===== config.mk =====
export PLATFORM = sky130hd
export DESIGN_NAME = adcp_host_port
export DESIGN_NICKNAME = d
export VERILOG_FILES = /design/src/adcp_pkg.sv /design/src/adcp_conv_core.sv /design/src/adcp_host_port.sv
export VERILOG_INCLUDE_DIRS = /design/src
export SDC_FILE = /design/constraint.sdc
export NUM_CORES = 1
export LEC_CHECK = 0
export BUFFER_PORTS_ARGS = -buffer_cell sky130_fd_sc_hd__buf_4
export CAP_MARGIN = 10
export CORE_MARGIN = 10
export CORE_UTILIZATION = 50
export DETAILED_ROUTE_END_ITERATION = 8
export HOLD_SLACK_MARGIN = 0.03
export PLACE_DENSITY_LB_ADDON = 0.08
export SYNTH_ARGS = -nofsm -noshare
export SYNTH_HDL_FRONTEND = slang
export SYNTH_SLANG_ARGS = --single-unit

===== constraint.sdc =====
create_clock -name core_clk -period 39.3 [get_ports core_clk]
set_input_delay 0 -clock core_clk [delete_from_list [all_inputs] [get_ports core_clk]]
set_output_delay 0 -clock core_clk [all_outputs]
set_load 0.05 [all_outputs]

===== src/adcp_consts.svh =====
`ifndef ADCP_CONSTS_SVH
`define ADCP_CONSTS_SVH

// ********************************
// Widths and fixed counts
// ********************************
`define ADCP_DATA_W 8
`define ADCP_AIN_W 10
`define ADCP_AIN_FS 1024
`define ADCP_NCHAN 8
`define ADCP_CNT_W 16
`define ADCP_CONV_PERIODS 2184
`define ADCP_PH0_DEF 16
`define ADCP_CONV_DIV_DEF 125

// ********************************
// Command codes and transfer curve
// ********************************
`define ADCP_ENABLE_CODE 5'h19
`define ADCP_LAST_CHAN 3'h7
`define ADCP_LO_PCT 15
`define ADCP_HI_PCT 85
`define ADCP_PCT_SCALE 100
`define ADCP_FULL_CODE 255
`define ADCP_RST_RESULT 8'h00

// ********************************
// Register port
// ********************************
`define ADCP_REG_AW 5
`define ADCP_REG_DW 32
`define ADCP_REG_STATUS 5'h00
`define ADCP_REG_RESULT 5'h04
`define ADCP_REG_IRQ_STAT 5'h08
`define ADCP_REG_IRQ_CLR 5'h0c
`define ADCP_REG_IRQ_EN 5'h10
`define ADCP_IRQ_W 3
`define ADCP_IRQ_DONE 0
`define ADCP_IRQ_OVERRUN 1
`define ADCP_IRQ_STANDBY 2

`endif


===== src/adcp_pkg.sv =====
`include "adcp_consts.svh"

package adcp_pkg;

  // Conversion sequencer phases
  typedef enum logic [1:0] {
    PH_IDLE = 2'b00,
    PH_RESET = 2'b01,
    PH_INTEG = 2'b10
  } adcp_phase_e;

  // Host control pins, sampled together
  typedef struct packed {
    logic enableDecodeStrobe;
    logic enableDecodeQualifier;
    logic transferStrobe;
    logic dirSelect;
  } adcp_host_s;

  // One digitised level per analog channel, in 1/1024 of reference
  typedef logic [`ADCP_NCHAN-1:0][`ADCP_AIN_W-1:0] adcp_ain_t;

endpackage


===== src/adcp_conv_core.sv =====
`timescale 1ns/1ps
`include "adcp_consts.svh"

module adcp_conv_core #(
  parameter int PH0_PERIODS = `ADCP_PH0_DEF,
  parameter int CONV_PERIODS = `ADCP_CONV_PERIODS
) (
  input wire logic core_clk, // System clock
  input wire logic arst_n, // Async reset, low
  input wire logic tick, // Conversion clock enable
  input wire logic start, // Accepted convert start
  input wire logic [`ADCP_AIN_W-1:0] sample, // Selected channel level
  output logic done, // Result valid pulse
  output logic [`ADCP_DATA_W-1:0] result // Converted byte
);

  localparam logic [`ADCP_CNT_W-1:0] PH0_LAST = `ADCP_CNT_W'(PH0_PERIODS - 1);
  localparam logic [`ADCP_CNT_W-1:0] CONV_LAST = `ADCP_CNT_W'(CONV_PERIODS - 1);

  if (PH0_PERIODS < 1 || CONV_PERIODS < 1 || CONV_PERIODS >= 2 ** `ADCP_CNT_W) begin : g_bad
    $error("adcp_conv_core: phase lengths out of range");
  end

  adcp_pkg::adcp_phase_e phaseQ;
  logic [`ADCP_CNT_W-1:0] cntQ;
  logic [`ADCP_AIN_W-1:0] sampleQ;

  // Clamped linear transfer between the two range limits
  function automatic logic [`ADCP_DATA_W-1:0] quantize(input logic [`ADCP_AIN_W-1:0] x);
    int scaled;
    scaled = int'(x) * `ADCP_PCT_SCALE;
    if (scaled <= `ADCP_LO_PCT * `ADCP_AIN_FS) begin
      quantize = '0;
    end else if (scaled >= `ADCP_HI_PCT * `ADCP_AIN_FS) begin
      quantize = `ADCP_DATA_W'(`ADCP_FULL_CODE);
    end else begin
      quantize = `ADCP_DATA_W'((scaled - `ADCP_LO_PCT * `ADCP_AIN_FS) * `ADCP_FULL_CODE
        / ((`ADCP_HI_PCT - `ADCP_LO_PCT) * `ADCP_AIN_FS));
    end
  endfunction

  // Phase sequencer; a restart always wins over the running count
  always_ff @(posedge core_clk or negedge arst_n) begin
    if (!arst_n) begin
      phaseQ <= adcp_pkg::PH_IDLE;
      cntQ <= '0;
      sampleQ <= '0;
    end else if (start) begin
      phaseQ <= adcp_pkg::PH_RESET;
      cntQ <= '0;
      sampleQ <= sample;
    end else if (tick) begin
      case (phaseQ)
        adcp_pkg::PH_RESET: begin
          if (cntQ == PH0_LAST) begin
            phaseQ <= adcp_pkg::PH_INTEG;
            cntQ <= '0;
          end else begin
            cntQ <= cntQ + 1'b1;
          end
        end
        adcp_pkg::PH_INTEG: begin
          if (cntQ == CONV_LAST) begin
            phaseQ <= adcp_pkg::PH_IDLE;
          end else begin
            cntQ <= cntQ + 1'b1;
          end
        end
        default: begin
          phaseQ <= adcp_pkg::PH_IDLE;
        end
      endcase
    end
  end

  // Result and completion pulse
  always_ff @(posedge core_clk or negedge arst_n) begin
    if (!arst_n) begin
      done <= 1'b0;
      result <= `ADCP_RST_RESULT;
    end else begin
      done <= !start && tick && phaseQ == adcp_pkg::PH_INTEG && cntQ == CONV_LAST;
      if (!start && tick && phaseQ == adcp_pkg::PH_INTEG && cntQ == CONV_LAST) begin
        result <= quantize(sampleQ);
      end
    end
  end
endmodule


===== src/adcp_host_port.sv =====
`timescale 1ns/1ps
`include "adcp_consts.svh"

module adcp_host_port #(
  parameter int CONV_DIV = `ADCP_CONV_DIV_DEF,
  parameter int PH0_PERIODS = `ADCP_PH0_DEF,
  parameter int CONV_PERIODS = `ADCP_CONV_PERIODS
) (
  input wire logic core_clk, // System clock, 125 MHz
  input wire logic arst_n, // Async reset, low
  input wire adcp_pkg::adcp_host_s hostCtl, // Host control pins
  input wire logic [`ADCP_DATA_W-1:0] dataIn, // Bus level seen
  output logic [`ADCP_DATA_W-1:0] dataOut, // Bus drive value
  output logic dataOe, // Bus driven while high
  output logic busyN, // Low while converting
  output logic [3:0] auxLatchOutputs, // Aux latch bits
  output logic [2:0] channelSelect, // Selected analog channel
  input wire adcp_pkg::adcp_ain_t analogChannelInput, // Channel levels
  input wire logic [`ADCP_REG_AW-1:0] regAddr, // Register address
  input wire logic [`ADCP_REG_DW-1:0] regWrData, // Register write data
  input wire logic regWr, // Write strobe
  input wire logic regRd, // Read strobe
  output logic [`ADCP_REG_DW-1:0] regRdData, // Read data, next cycle
  output logic irq // Level interrupt
);

  // ********************************
  // Parameters and checks
  // ********************************
  localparam int NSTB = 2;
  localparam int DEC = 0;
  localparam int XFR = 1;
  localparam logic [`ADCP_CNT_W-1:0] DIV_LAST = `ADCP_CNT_W'(CONV_DIV - 1);
  // One conversion clock of strobe width, counted in core cycles
  localparam logic [`ADCP_CNT_W-1:0] STB_LAST = `ADCP_CNT_W'(CONV_DIV - 1);

  // A one-cycle divider would let the done pulse and a tick collide
  if (CONV_DIV < 2 || CONV_DIV >= 2 ** `ADCP_CNT_W) begin : g_bad_div
    $error("adcp_host_port: CONV_DIV out of range");
  end

  // ********************************
  // Conversion clock divider
  // ********************************
  logic [`ADCP_CNT_W-1:0] divCntQ;
  logic tickQ;

  // Free-running, so phase zero starts within one period of a start
  always_ff @(posedge core_clk or negedge arst_n) begin
    if (!arst_n) begin
      divCntQ <= '0;
      tickQ <= 1'b0;
    end else if (divCntQ == DIV_LAST) begin
      divCntQ <= '0;
      tickQ <= 1'b1;
    end else begin
      divCntQ <= divCntQ + 1'b1;
      tickQ <= 1'b0;
    end
  end

  // ********************************
  // Strobe qualification
  // ********************************
  logic [NSTB-1:0] stbLevel;
  logic [NSTB-1:0] stbCtl;
  logic [NSTB-1:0] stbFire;
  logic [NSTB-1:0] stbHeld;
  logic [NSTB-1:0][`ADCP_DATA_W-1:0] stbData;
  logic [NSTB-1:0] stbCtlAtRise;

  assign stbLevel = {hostCtl.transferStrobe, hostCtl.enableDecodeStrobe};
  assign stbCtl = {hostCtl.dirSelect, hostCtl.enableDecodeQualifier};

  // Both strobes share one shape: capture at the rising edge, act once wide enough
  for (genvar i = 0; i < NSTB; i++) begin : g_stb
    logic [`ADCP_CNT_W-1:0] cntQ;
    logic [`ADCP_DATA_W-1:0] capQ;
    logic ctlQ;

    always_ff @(posedge core_clk or negedge arst_n) begin
      if (!arst_n) begin
        cntQ <= '0;
      end else if (!stbLevel[i]) begin
        cntQ <= '0;
      end else if (cntQ <= STB_LAST) begin
        cntQ <= cntQ + 1'b1;
      end
    end

    // Bus and mode are held from the rising edge, as an edge latch would
    always_ff @(posedge core_clk or negedge arst_n) begin
      if (!arst_n) begin
        capQ <= '0;
        ctlQ <= 1'b0;
      end else if (stbLevel[i] && cntQ == '0) begin
        capQ <= dataIn;
        ctlQ <= stbCtl[i];
      end
    end

    assign stbFire[i] = stbLevel[i] && cntQ == STB_LAST;
    assign stbHeld[i] = stbLevel[i] && cntQ >= STB_LAST;
    assign stbData[i] = (cntQ == '0) ? dataIn : capQ;
    assign stbCtlAtRise[i] = (cntQ == '0) ? stbCtl[i] : ctlQ;
  end

  // ********************************
  // Command decode
  // ********************************
  logic enabledQ;
  logic codeOk;
  logic startAccept;
  logic readLevel;
  logic standbyEvt;

  // Channel address decode, bit 3 forces the last channel
  function automatic logic [2:0] chanDecode(input logic [3:0] addr);
    chanDecode = addr[3] ? `ADCP_LAST_CHAN : addr[2:0];
  endfunction

  assign codeOk = stbCtlAtRise[DEC] && stbData[DEC][4:0] == `ADCP_ENABLE_CODE;
  assign standbyEvt = stbFire[DEC] && !codeOk;
  assign startAccept = stbFire[XFR] && stbCtlAtRise[XFR] && enabledQ;
  assign readLevel = enabledQ && stbHeld[XFR] && !hostCtl.dirSelect;

  // Enable latch; standby on any other decode, reset also clears it
  always_ff @(posedge core_clk or negedge arst_n) begin
    if (!arst_n) begin
      enabledQ <= 1'b0;
    end else if (stbFire[DEC]) begin
      enabledQ <= codeOk;
    end
  end

  // ********************************
  // Conversion control
  // ********************************
  logic coreDone;
  logic [`ADCP_DATA_W-1:0] coreResult;
  logic [`ADCP_DATA_W-1:0] resultQ;

  adcp_conv_core #(
    .PH0_PERIODS(PH0_PERIODS),
    .CONV_PERIODS(CONV_PERIODS)
  ) u_core (
    .core_clk(core_clk),
    .arst_n(arst_n),
    .tick(tickQ),
    .start(startAccept),
    .sample(analogChannelInput[chanDecode(stbData[XFR][3:0])]),
    .done(coreDone),
    .result(coreResult)
  );

  // Address and aux bits latched by every accepted start
  always_ff @(posedge core_clk or negedge arst_n) begin
    if (!arst_n) begin
      auxLatchOutputs <= '0;
      channelSelect <= '0;
    end else if (startAccept) begin
      auxLatchOutputs <= stbData[XFR][7:4];
      channelSelect <= chanDecode(stbData[XFR][3:0]);
    end
  end

  // Busy: a new start outranks a completion landing in the same cycle
  always_ff @(posedge core_clk or negedge arst_n) begin
    if (!arst_n) begin
      busyN <= 1'b1;
    end else if (startAccept) begin
      busyN <= 1'b0;
    end else if (coreDone) begin
      busyN <= 1'b1;
    end
  end

  // Result holding register, only a completion changes it
  always_ff @(posedge core_clk or negedge arst_n) begin
    if (!arst_n) begin
      resultQ <= `ADCP_RST_RESULT;
    end else if (coreDone && !startAccept) begin
      resultQ <= coreResult;
    end
  end

  // ********************************
  // Data bus drivers
  // ********************************
  // Drivers follow the strobe level; release costs one cycle after low
  always_ff @(posedge core_clk or negedge arst_n) begin
    if (!arst_n) begin
      dataOe <= 1'b0;
      dataOut <= '0;
    end else begin
      dataOe <= readLevel;
      dataOut <= readLevel ? resultQ : '0;
    end
  end

  // ********************************
  // Register port and interrupts
  // ********************************
  logic [`ADCP_IRQ_W-1:0] irqStatQ;
  logic [`ADCP_IRQ_W-1:0] irqEnQ;
  logic [`ADCP_IRQ_W-1:0] irqEvt;
  logic [`ADCP_IRQ_W-1:0] irqClr;

  assign irqEvt[`ADCP_IRQ_DONE] = coreDone && !startAccept;
  assign irqEvt[`ADCP_IRQ_OVERRUN] = startAccept && !busyN;
  assign irqEvt[`ADCP_IRQ_STANDBY] = standbyEvt;
  assign irqClr = (regWr && regAddr == `ADCP_REG_IRQ_CLR) ? regWrData[`ADCP_IRQ_W-1:0] : '0;

  // Sticky status; a new event beats a clear in the same cycle
  always_ff @(posedge core_clk or negedge arst_n) begin
    if (!arst_n) begin
      irqStatQ <= '0;
    end else begin
      irqStatQ <= (irqStatQ & ~irqClr) | irqEvt;
    end
  end

  // Enable mask
  always_ff @(posedge core_clk or negedge arst_n) begin
    if (!arst_n) begin
      irqEnQ <= '0;
    end else if (regWr && regAddr == `ADCP_REG_IRQ_EN) begin
      irqEnQ <= regWrData[`ADCP_IRQ_W-1:0];
    end
  end

  // Interrupt level, one cycle behind the status
  always_ff @(posedge core_clk or negedge arst_n) begin
    if (!arst_n) begin
      irq <= 1'b0;
    end else begin
      irq <= |(irqStatQ & irqEnQ);
    end
  end

  // Read mux; unmapped and write-only addresses read zero
  function automatic logic [`ADCP_REG_DW-1:0] regRead(input logic [`ADCP_REG_AW-1:0] a);
    regRead = '0;
    case (a)
      `ADCP_REG_STATUS: begin
        regRead[0] = enabledQ;
        regRead[1] = !busyN;
        regRead[6:4] = channelSelect;
        regRead[11:8] = auxLatchOutputs;
      end
      `ADCP_REG_RESULT: regRead[`ADCP_DATA_W-1:0] = resultQ;
      `ADCP_REG_IRQ_STAT: regRead[`ADCP_IRQ_W-1:0] = irqStatQ;
      `ADCP_REG_IRQ_EN: regRead[`ADCP_IRQ_W-1:0] = irqEnQ;
      default: regRead = '0;
    endcase
  endfunction

  // Read data stands only in the cycle after the strobe
  always_ff @(posedge core_clk or negedge arst_n) begin
    if (!arst_n) begin
      regRdData <= '0;
    end else begin
      regRdData <= regRd ? regRead(regAddr) : '0;
    end
  end

  // ********************************
  // Checks
  // ********************************
  localparam int CONV_TOTAL = PH0_PERIODS + CONV_PERIODS;
  logic [`ADCP_CNT_W-1:0] chkTicksQ;

  // Conversion clocks seen while busy, for the length check
  always_ff @(posedge core_clk or negedge arst_n) begin
    if (!arst_n) begin
      chkTicksQ <= '0;
    end else if (startAccept) begin
      chkTicksQ <= '0;
    end else if (tickQ && !busyN) begin
      chkTicksQ <= chkTicksQ + 1'b1;
    end
  end
endmodule


# [Yosys cells after proc, flatten, opt, wreduce, memory -nomap -nowiden]
# Index checks and enable logic that the tools add are counted.
# Widths: inputs -> output; s select.
[totals] register_bits=146 input_bits=133 out_inout_bits=50 elab_cells=126
[classes] addsub=5 multipliers=2 div_mod_pow=1 magnitude_cmp=6 n_eq_ne=17 muxes=36 n_bitwise=4 reduce_logical=31
[ops] op="$mux 16" n=9
[ops] op="$add 16x1->16 const B" n=4
[ops] op="$eq 16x7->1 const B" n=3
[ops] op="$div 32x18->32 const B" n=1
[ops] op="$ge 32x18->1 const B" n=1
[ops] op="$le 16x7->1 const B" n=2
[ops] op="$le 32x15->1 const B" n=1
[ops] op="$logic_not 16->1" n=2
[ops] op="$mul 32x9->32 const B" n=1
[ops] op="$mux 8" n=4
[ops] op="$pmux 16 s2" n=1
[ops] op="$sub 32x15->32 const B" n=1
[ops] op="$bmux 10 s3" n=1
[ops] op="$logic_and 1x1->1" n=18
[ops] op="$eq 16x12->1 const B" n=1
[ops] op="$eq 16x4->1 const B" n=1
[ops] op="$ge 16x7->1 const B" n=1
[ops] op="$mul 10x5->15 const B" n=1
[ops] op="$mux 12" n=1
[ops] op="$eq 5x4->1 const B" n=2
[ops] op="$eq 5x5->1 const B" n=2
[ops] op="$mux 10" n=1
[ops] op="$mux 2" n=4
[ops] op="$pmux 2 s4" n=1
[ops] op="23 further kinds" n=38

# [Longest topological paths before layout]
# Gate-level depths: netlist (run 1).
[depth] depth_word=8 mapped_depth=109 mapped_depth_nobuf=95

# [By module]
# A second synthesis (run 1) with hierarchy kept.
[unflattened] cells_unflattened=2342 hier_area_um2=19205.9
[modules_own_cells] mod="adcp_conv_core" n_inst=1 cells_per_inst=1768 area_each_um2=13272.7 seq_area_each_um2=925.9
[modules_own_cells] mod="adcp_host_port" n_inst=1 cells_per_inst=574 area_each_um2=5933.2 seq_area_each_um2=2728.9

# [Worst setup path before layout (run 1)]
# Ideal clock, no wire load.
[synth_path] kind="register -> register" startpoint="register u_core.sampleQ[4]" endpoint="register u_core.result[6]" setup_ps=121 arrival_time_ps=24054 t_required_ps=39179 path_slack_ps=15126 stages_incl_launch_ff=101 path_buffers=7 synth_period_minus_slack_ps=24174 path_cell_list="dfrtp_1 -> ha_1 -> ha_1 -> inv_1 -> fa_1 -> inv_1 -> ha_1 -> and3_1 -> a221oi_2 -> xor2_2 -> inv_2 -> ha_1 -> inv_1 -> nor2_1 -> nor3_1 -> ha_1 -> inv_1 -> xnor2_4 -> (+65 left out) -> or3_1 -> a221oi_1 -> mux2_2 -> a2111oi_1 -> o21ai_1 -> mux2_1 -> o21ai_0 -> a311oi_1 -> o221ai_2 -> nand2_1 -> inv_1 -> ha_1 -> and2_1 -> a21oi_1 -> nor2_1 -> xnor2_1 -> o21ai_0 -> nand2_1"
[synth_between] elab_chain_cells=6 word_cells_on_any_way=8 cone_classes="add/sub (1); mul (2); div (1); order compare (2); mux (2)"
[synth_lines] element="from (decl)" line_no="adcp_conv_core.sv:26" rtl="logic [`ADCP_AIN_W-1:0] sampleQ;"
[synth_lines] element="from (signal assigned)" line_no="adcp_conv_core.sv:51" rtl="sampleQ <= sample;"
[synth_lines] element="$mul 10x5->15 (no source line) (*)"
[synth_lines] element="$sub 32x15->32 (no source line)"
[synth_lines] element="$mul 32x9->32 (no source line)"
[synth_lines] element="$div 32x18->32" line_no="adcp_conv_core.sv:37" rtl="quantize = `ADCP_DATA_W'((scaled - `ADCP_LO_PCT * `ADCP_AIN_FS) * `ADCP_FULL_CODE"
[synth_lines] element="$mux 8" line_no="adcp_conv_core.sv:34" rtl="end else if (scaled >= `ADCP_HI_PCT * `ADCP_AIN_FS) begin"
[synth_lines] element="$mux 8 (*)" line_no="adcp_conv_core.sv:32" rtl="if (scaled <= `ADCP_LO_PCT * `ADCP_AIN_FS) begin"
[synth_lines] element="to (signal assigned)" line_no="adcp_conv_core.sv:80" rtl="result <= `ADCP_RST_RESULT;"
[synth_lines] element="to (signal assigned)" line_no="adcp_conv_core.sv:84" rtl="result <= quantize(sampleQ);"
[synth_lines] element="to (decl)" line_no="adcp_conv_core.sv:14" rtl="output logic [`ADCP_DATA_W-1:0] result"
# Every way passes the cells marked *; elsewhere a longest branch is shown, timed or not.
# A chain may end at the register's enable or synchronous reset.

# [Worst setup path after layout (run 1)]
# Same ends and word-level chain as after synthesis.

==> metrics.txt, run 1 <==
Slew headroom 19.4%; status completed; first-pass GRT wire length around 110,000 um; routability cong. 0.942; #FFs+latches synth between 100 and 150; Worst Max-Slew Pin Slew around 1.2 ns; hold path cells 5; full die area 56,100 sq um; CTS Buffer Depth 2; cells on worst reg2reg path 98; Detail Route Antenna Nets 0; CTS tree done; switching share of power 27.3%; CP Data Required Time 39.61 ns; Clk Latency, worst-skew pair about 0.42 ns; Tmin final 31.34 ns; Comb pwr share 14.3%; Crit-path slowest cell a211oi_1; number of fill cells about 4,400; Crit. path cell count slightly below 100; crit share post-route 79.8%; fmax about 0.032 GHz; DRC 0; DR pass1 iterations 5; area share of the largest cell type after synthesis 15.4%; Critical Path Most Common Cell inv_1; largest net degree at the start of global routing 79; leakage dissipation about 0.011 uW; Initial Util approximately half; VDD IR max 0.0000461 V; Core Area ~47,000 sq um; Layout area overhead 9.72%; Sequential Power Share 43.3%; Seq/Total Area, Yosys 15.5%; Mapped Cells 2,965; DR vias/cell 6.12; switching pwr 100 uW; unrepaired setup endpoints after global routing false; Post-Syn Area 23,500 sq um; CTS Root Cell clkbuf_16; worst min path class input pin to flop; Syn Area/Cell 7.93 sq um; setup_tns 0 ns; Synth area leaders dfrtp_1 15%, fa_1 9.4%, xnor2_1 6.9%; Main synth FF type dfrtp_1; asr flop ratio synth 100%; CTS buffer count 17; fraction of power consumed by the clock network between 40 and 50%; CP Max Fanout 23; Top Ports 183; setup ws final 7.96 ns; Top delay family on crit path compound AO/OA/AOI/OAI gates; worst slack, placed 8.54 ns; Pint approximately 270 uW; Worst Skew roughly 0.008 ns; Critical Path End Type flop; final hold vios 0; Placement Rows 79; Ys Warns 0; GR Overflow Total 0; Pwr Density 14.2 nW/um^2; WL/cell 18.7 um; slowest stage delay, CP 0.80 ns; signal arrival time at the worst endpoint 31.65 ns; antenna violations before repair 0; critical path type flop to flop; vias in the first global route between 20,000 and 25,000; Yosys cell types 137; # diodes 0; Startpoint Class flop; max cap viols 0; Post-synth EDFFs 0; Clk pin slew, worst setup/hold paths about 0.07 ns; CTS Sinks 146; nets approximately 3,400; share of layout cells above drive strength 1 11.6%; Die H approximately 240 um; cell taking the most area after synthesis dfrtp_1; total vias in the final route 22,560; Port Buffers 133; Iter 0 DRT Violations 1,631; Slew Viols, Final 0; Final HPWL DP 55,600 um; WP buf/inv 15; Die X 237 um; total track usage 23.8%; # setup viols final 0; H-tree depth 4; routed wire length 68,800 um
==> cell usage in the layout (no fill, tap or decap), types with 17 or more instances in the layout <==
cell type / count
nor2_1: 254
inv_1: 248
nand2_1: 240
xnor2_1: 184
buf_4: 158
dfrtp_1: 145
o21ai_0: 139
a21oi_1: 138
fa_1: 110
ha_1: 108
nand3_1: 94
nor3_1: 91
xor2_1: 67
and2_1: 65
mux2i_1: 57
o211ai_1: 50
and3_1: 48
a31oi_1: 45
mux2_2: 43
nand4_1: 41
nor4_1: 36
o21a_1: 35
o21ai_1: 34
a21o_1: 32
a211oi_1: 32
o31ai_1: 29
dlygate4sd3_1: 26
nor2b_1: 25
nand2b_1: 24
or3_1: 24
o221ai_1: 23
conb_1: 20
or4_1: 17
clkbuf_16: 17
==> stage by stage <==
| step | std cells | total power (uW) | area (sq um) | util, % | hold WS, ns |
|---|---|---|---|---|---|
| floorplan | 2984 | 193 | 23600 | - | -0.296 |
| global placement | 3628 | 210 | 25000 | 53.6 | 0.0342 |
| detailed placement | 3628 | 212 | 25000 | 53.6 | 0.0444 |
| CTS | 3686 | 371 | 25800 | 55.4 | 0.0336 |
| global route | 3686 | 382 | 25800 | 55.4 | 0.0665 |
| finish | 3686 | 367 | 25800 | 55.4 | 0.0451 |
==> worst register-to-register path: cells and delay by family (launching register included) <==
family          cells  cell delay (ns)
xor+xnor            7             2.31
fa+ha+maj          12             4.60
flops               1             0.44
buf+inv            15             2.11
simple gates       28             8.31
mux                 5             2.27
compound gates     31            11.14
==> final timing paths <==
check                                            from                end  slack, ns
min in group asynchronous                      arst_n   channelSelect[0]       0.14
worst max-delay path                u_core.sampleQ[4]   u_core.result[6]       7.96
worst min register to register            divCntQ[15]        divCntQ[15]       0.47
worst min-delay path            analogChannelInput[6]  u_core.sampleQ[6]       0.05
worst max register to register      u_core.sampleQ[4]   u_core.result[6]       7.96
max in group asynchronous                      arst_n    u_core.cntQ[13]      37.74
==> cells in the mapped netlist, types with 25 or more instances <==
cell type and count:
mux2_2 43, dfrtp_1 145, a211oi_1 33, xor2_1 67
buf_4 27, nor4_1 37, clkbuf_1 67, a31oi_1 45
nor3_1 92, mux2i_1 57, a21o_1 32, and2_1 65
o21ai_1 34, o31ai_1 30, o21a_1 35, xnor2_1 185
a21oi_1 139, ha_1 108, o21ai_0 139, fa_1 110
nor2b_1 25, nand3_1 94, o211ai_1 50, nand4_1 41
inv_1 248, nor2_1 254, and3_1 48, nand2_1 240
==> layer usage <==
metal | wire, um | share of wire (%) | GRT usage [%]
met5 | 0 | 0 | 0
met1 | 33000 | 48 | 34.1
met2 | 31700 | 46 | 38.7
met4 | 820 | 1.2 | 3.73
met3 | 3320 | 4.8 | 2.12
==> power by group through the flow <==
stage | Sequential, uW | Clock [uW] | Combinational (uW)
2_1_floorplan | 160 | 0 | 32.6
3_3_place_gp | 161 | 0 | 48.7
3_5_place_dp | 162 | 0 | 50.1
4_1_cts | 159 | 160 | 52.3
5_1_grt | 159 | 166 | 57.1
6_report | 159 | 156 | 52.4
==> cell families (layout without fill, tap and decap cells) <==
group                    count (synthesis)  in the layout  share of synthesized area, %
AND/OR/NAND/NOR                       1073           1073                          23.8
adder cells (fa/ha/maj)                219            219                          15.2
flip-flops                             146            146                          15.5
buffers and inverters                  375            470                          6.70
multiplexers                           105            105                          4.74
AO/OA/AOI/OAI                          786            786                          24.1
other                                    1             20                        0.0159
XOR/XNOR                               260            260                          10.0
==> sequential cells by signal, summed over array words and instances, names as in the netlist <==
name	count
dataOut	8
resultQ	8
divCntQ	16
busyN	1
irqStatQ	3
regRdData	12
irq	1
g_stb.capQ	13
enabledQ	1
tickQ	1
u_core.cntQ	16
dataOe	1
irqEnQ	3
auxLatchOutputs	4
g_stb.cntQ	32
u_core.result	8
u_core.done	1
channelSelect	3
u_core.phaseQ	2
g_stb.ctlQ	2
u_core.sampleQ	10
==> cell type report <==
cell class	count	area (sq um)	share of cell area (%)
multi-input combinational	2463	18400	71.3
clock buffer	17	425	1.65
tap	607	759	2.94
clock inverter	15	146	0.567
inverter	253	952	3.69
sequential	146	3650	14.2
timing repair buffer	185	1460	5.65
==> repair_timing <==
action                    CTS  global route
gates resized for setup     0             0
hold buffers               26             0
hold endpoints to repair  119             0
setup buffers               0             0
(Power assumes the default switching activity.)
==> inputs of run 2 (changes only) <==
Clock period 39.3 ns to 28.6 ns, I/O delays scaled along.
==> run 2 against run 1 <==
Utilization up 2.1 points. Total power rose by 42%. Clock skew up 0.0037 ns. Cell area is 3.8% higher. Clock-buffer cell count grew 3. Combinational power increased by 35%. Critical endpoint unchanged. Critical path type unchanged. Via count increased by 1.4%. Sequential power increased by 37%. First-iteration DRC count fell by 0.80%.
==> metrics.txt, run 2 (same netlist as run 1, synthesis figures left out) <==
first-pass GRT wire length 114,000 um (about the same); Top Ports 183 (unchanged); Placement Rows 79 (unchanged); Port Buffers 133 (unchanged); DP Area 25,700 sq um (was 25,000 sq um); slowest stage delay, CP 0.69 ns (was 0.80 ns); Startpoint Class flop (unchanged); WP buf/inv 15 (unchanged); CP Data Required Time 28.91 ns (was 39.61 ns); Worst Max-Slew Pin Slew 1.07 ns (was 1.20 ns); routed wire length 68,900 um (was 68,800 um); CTS Sinks 146 (unchanged); status completed (unchanged); nets 3,518 (was 3,417); max reg flops 32 (unchanged); CP Max Fanout 15 (was 23); fraction of power consumed by the clock network 44.6% (was 42.5%); Tmin final 26.54 ns (was 31.34 ns); Biggest register g_stb.cntQ (unchanged); largest net degree at the start of global routing 75 (was 79); Pint 389 uW (was 267 uW); GR Overflow Total 0 (unchanged); commonest non-fill, non-tap cell in the layout buf_4 (was nor2_1); WL/cell 18.2 um (was 18.7 um); DRC 0 (unchanged); unrepaired setup endpoints after global routing false (unchanged); routability cong. 0.929 (was 0.942); Critical Path End Type flop (unchanged); Initial Util 50.5% (unchanged); Seq. cell area 3650 sq um (unchanged); CTS tree done (unchanged); share of layout cells above drive strength 1 15.1% (was 11.6%); Layout area overhead 13.9% (was 9.72%); crit share post-route 92.8% (was 79.8%); Crit-path slowest cell or4_1 (was a211oi_1); Worst Skew 0.0117 ns (was 0.00800 ns); Top Registers g_stb.cntQ x32, divCntQ x16, u_core.cntQ x16 (unchanged); leakage dissipation 0.0117 uW (was 0.0111 uW); worst slack, placed 0.979 ns (was 8.54 ns); final hold vios 0 (unchanged); antenna violations before repair 0 (unchanged); final core utilization 57.5% (was 55.4%); CTS Buffer Depth 2 (unchanged); max cap viols 0 (unchanged); Top delay family on crit path compound AO/OA/AOI/OAI gates (unchanged); Core Area 46,600 sq um (unchanged); H-tree depth 4 (unchanged); critical path type flop to flop (unchanged); switching pwr 133 uW (was 100 uW); Sequential Power Share 41.8% (was 43.3%); number of fill cells 4,316 (was 4,423); Slew Viols, Final 0 (unchanged); CTS buffer count 17 (unchanged); Slew headroom 28.3% (was 19.4%); area of the multi-input gates 18,600 sq um (was 18,400 sq um); Comb pwr share 13.6% (was 14.3%); fmax 0.0377 GHz (was 0.0319 GHz); vias in the first global route 22,078 (was 21,663); Critical Path Most Common Cell inv_1 (unchanged); Die H 237 um (unchanged); worst min path class input pin to flop (unchanged); Final HPWL DP 55,900 um (was 55,600 um); DR pass1 iterations 6 (was 5); Die X 237 um (unchanged); signal arrival time at the worst endpoint 26.84 ns (was 31.65 ns); DR vias/cell 6.04 (was 6.12); Pwr Density 19.5 nW/um^2 (was 14.2 nW/um^2); CTS Root Cell clkbuf_16 (unchanged); VDD IR max 0.0000644 V (was 0.0000461 V); setup ws final 2.06 ns (was 7.96 ns); # setup viols final 0 (unchanged); full die area 56,100 sq um (unchanged); most frequent cells in the layout 258 x buf_4, 253 x nor2_1, 247 x inv_1 (was 254 x nor2_1, 248 x inv_1, 240 x nand2_1); Detail Route Antenna Nets 0 (unchanged); setup_tns 0 ns (unchanged); design area 26,800 sq um (was 25,800 sq um); Clk Latency, worst-skew pair 0.42 ns (about the same); total vias in the final route 22,881 (was 22,560); total track usage 23.9% (was 23.8%); Iter 0 DRT Violations 1,618 (was 1,631); switching share of power 25.5% (was 27.3%); Clk pin slew, worst setup/hold paths 0.07 ns (about the same); # diodes 0 (unchanged)
## run 2: worst paths after layout
kind	to	cells after the start	slack (ns)	start
worst max-delay path	u_core.result[6]	97	2.06	u_core.sampleQ[4]
worst min-delay path	u_core.sampleQ[2]	5	0.04	analogChannelInput[52]
worst max register to register	u_core.result[6]	97	2.06	u_core.sampleQ[4]
worst min register to register	u_core.result[0]	2	0.47	u_core.result[0]
max in group asynchronous	divCntQ[11]	3	27.04	arst_n
min in group asynchronous	g_stb[0].ctlQ	2	0.16	arst_n
## run 2: cell type report
cell class,instances,share of cell area [%]
multi-input cells,2463,69.3
flip-flops and latches,146,13.6
repair buffers,286,8.32
inverters,253,3.56
well taps,607,2.84
clock buffers,20,1.71
clock inverters,12,0.635
## run 2: repair_timing
action / CTS / global route
setup endpoints to repair: 0 / 8
hold endpoints to repair: 125 / 0
hold buffers: 26 / 0
resized for setup: 0 / 33
setup buffers: 0 / 4
## run 2: worst min-delay path, stage by stage
cell,delay [ns]
buf_4,0.08
o221ai_1,0.09
o211ai_1,0.10
o211ai_1,0.10
o21ai_0,0.07
## run 2: through the flow
| stage | hold slack [ns] | std cells | total power [uW] |
|---|---|---|---|
| 3_5_place_dp | 0.0680 | 3725 | 290 |
| 5_1_grt | 0.0948 | 3787 | 544 |
| 6_report | 0.0431 | 3787 | 522 |
| 3_3_place_gp | 0.0637 | 3725 | 288 |
| 4_1_cts | 0.0336 | 3783 | 529 |
| 2_1_floorplan | -0.296 | 2984 | 265 |
## run 2: power groups by stage
stage | Clock (uW) | Combinational (uW) | Sequential (uW)
finish | 233 | 71.0 | 218
global route | 247 | 78.1 | 219
global placement | 0 | 66.9 | 221
CTS | 240 | 71.0 | 218
detailed placement | 0 | 68.0 | 222
floorplan | 0 | 44.8 | 220
## run 2: per-layer routing
layer  global-route usage (%)  wire, um  vias up
li1                         -         -    11102
met1                     33.6     32500    11050
met2                     39.0     32000      656
met3                     2.54      3510       73
met4                     4.34       901        0
met5                        0         0        -
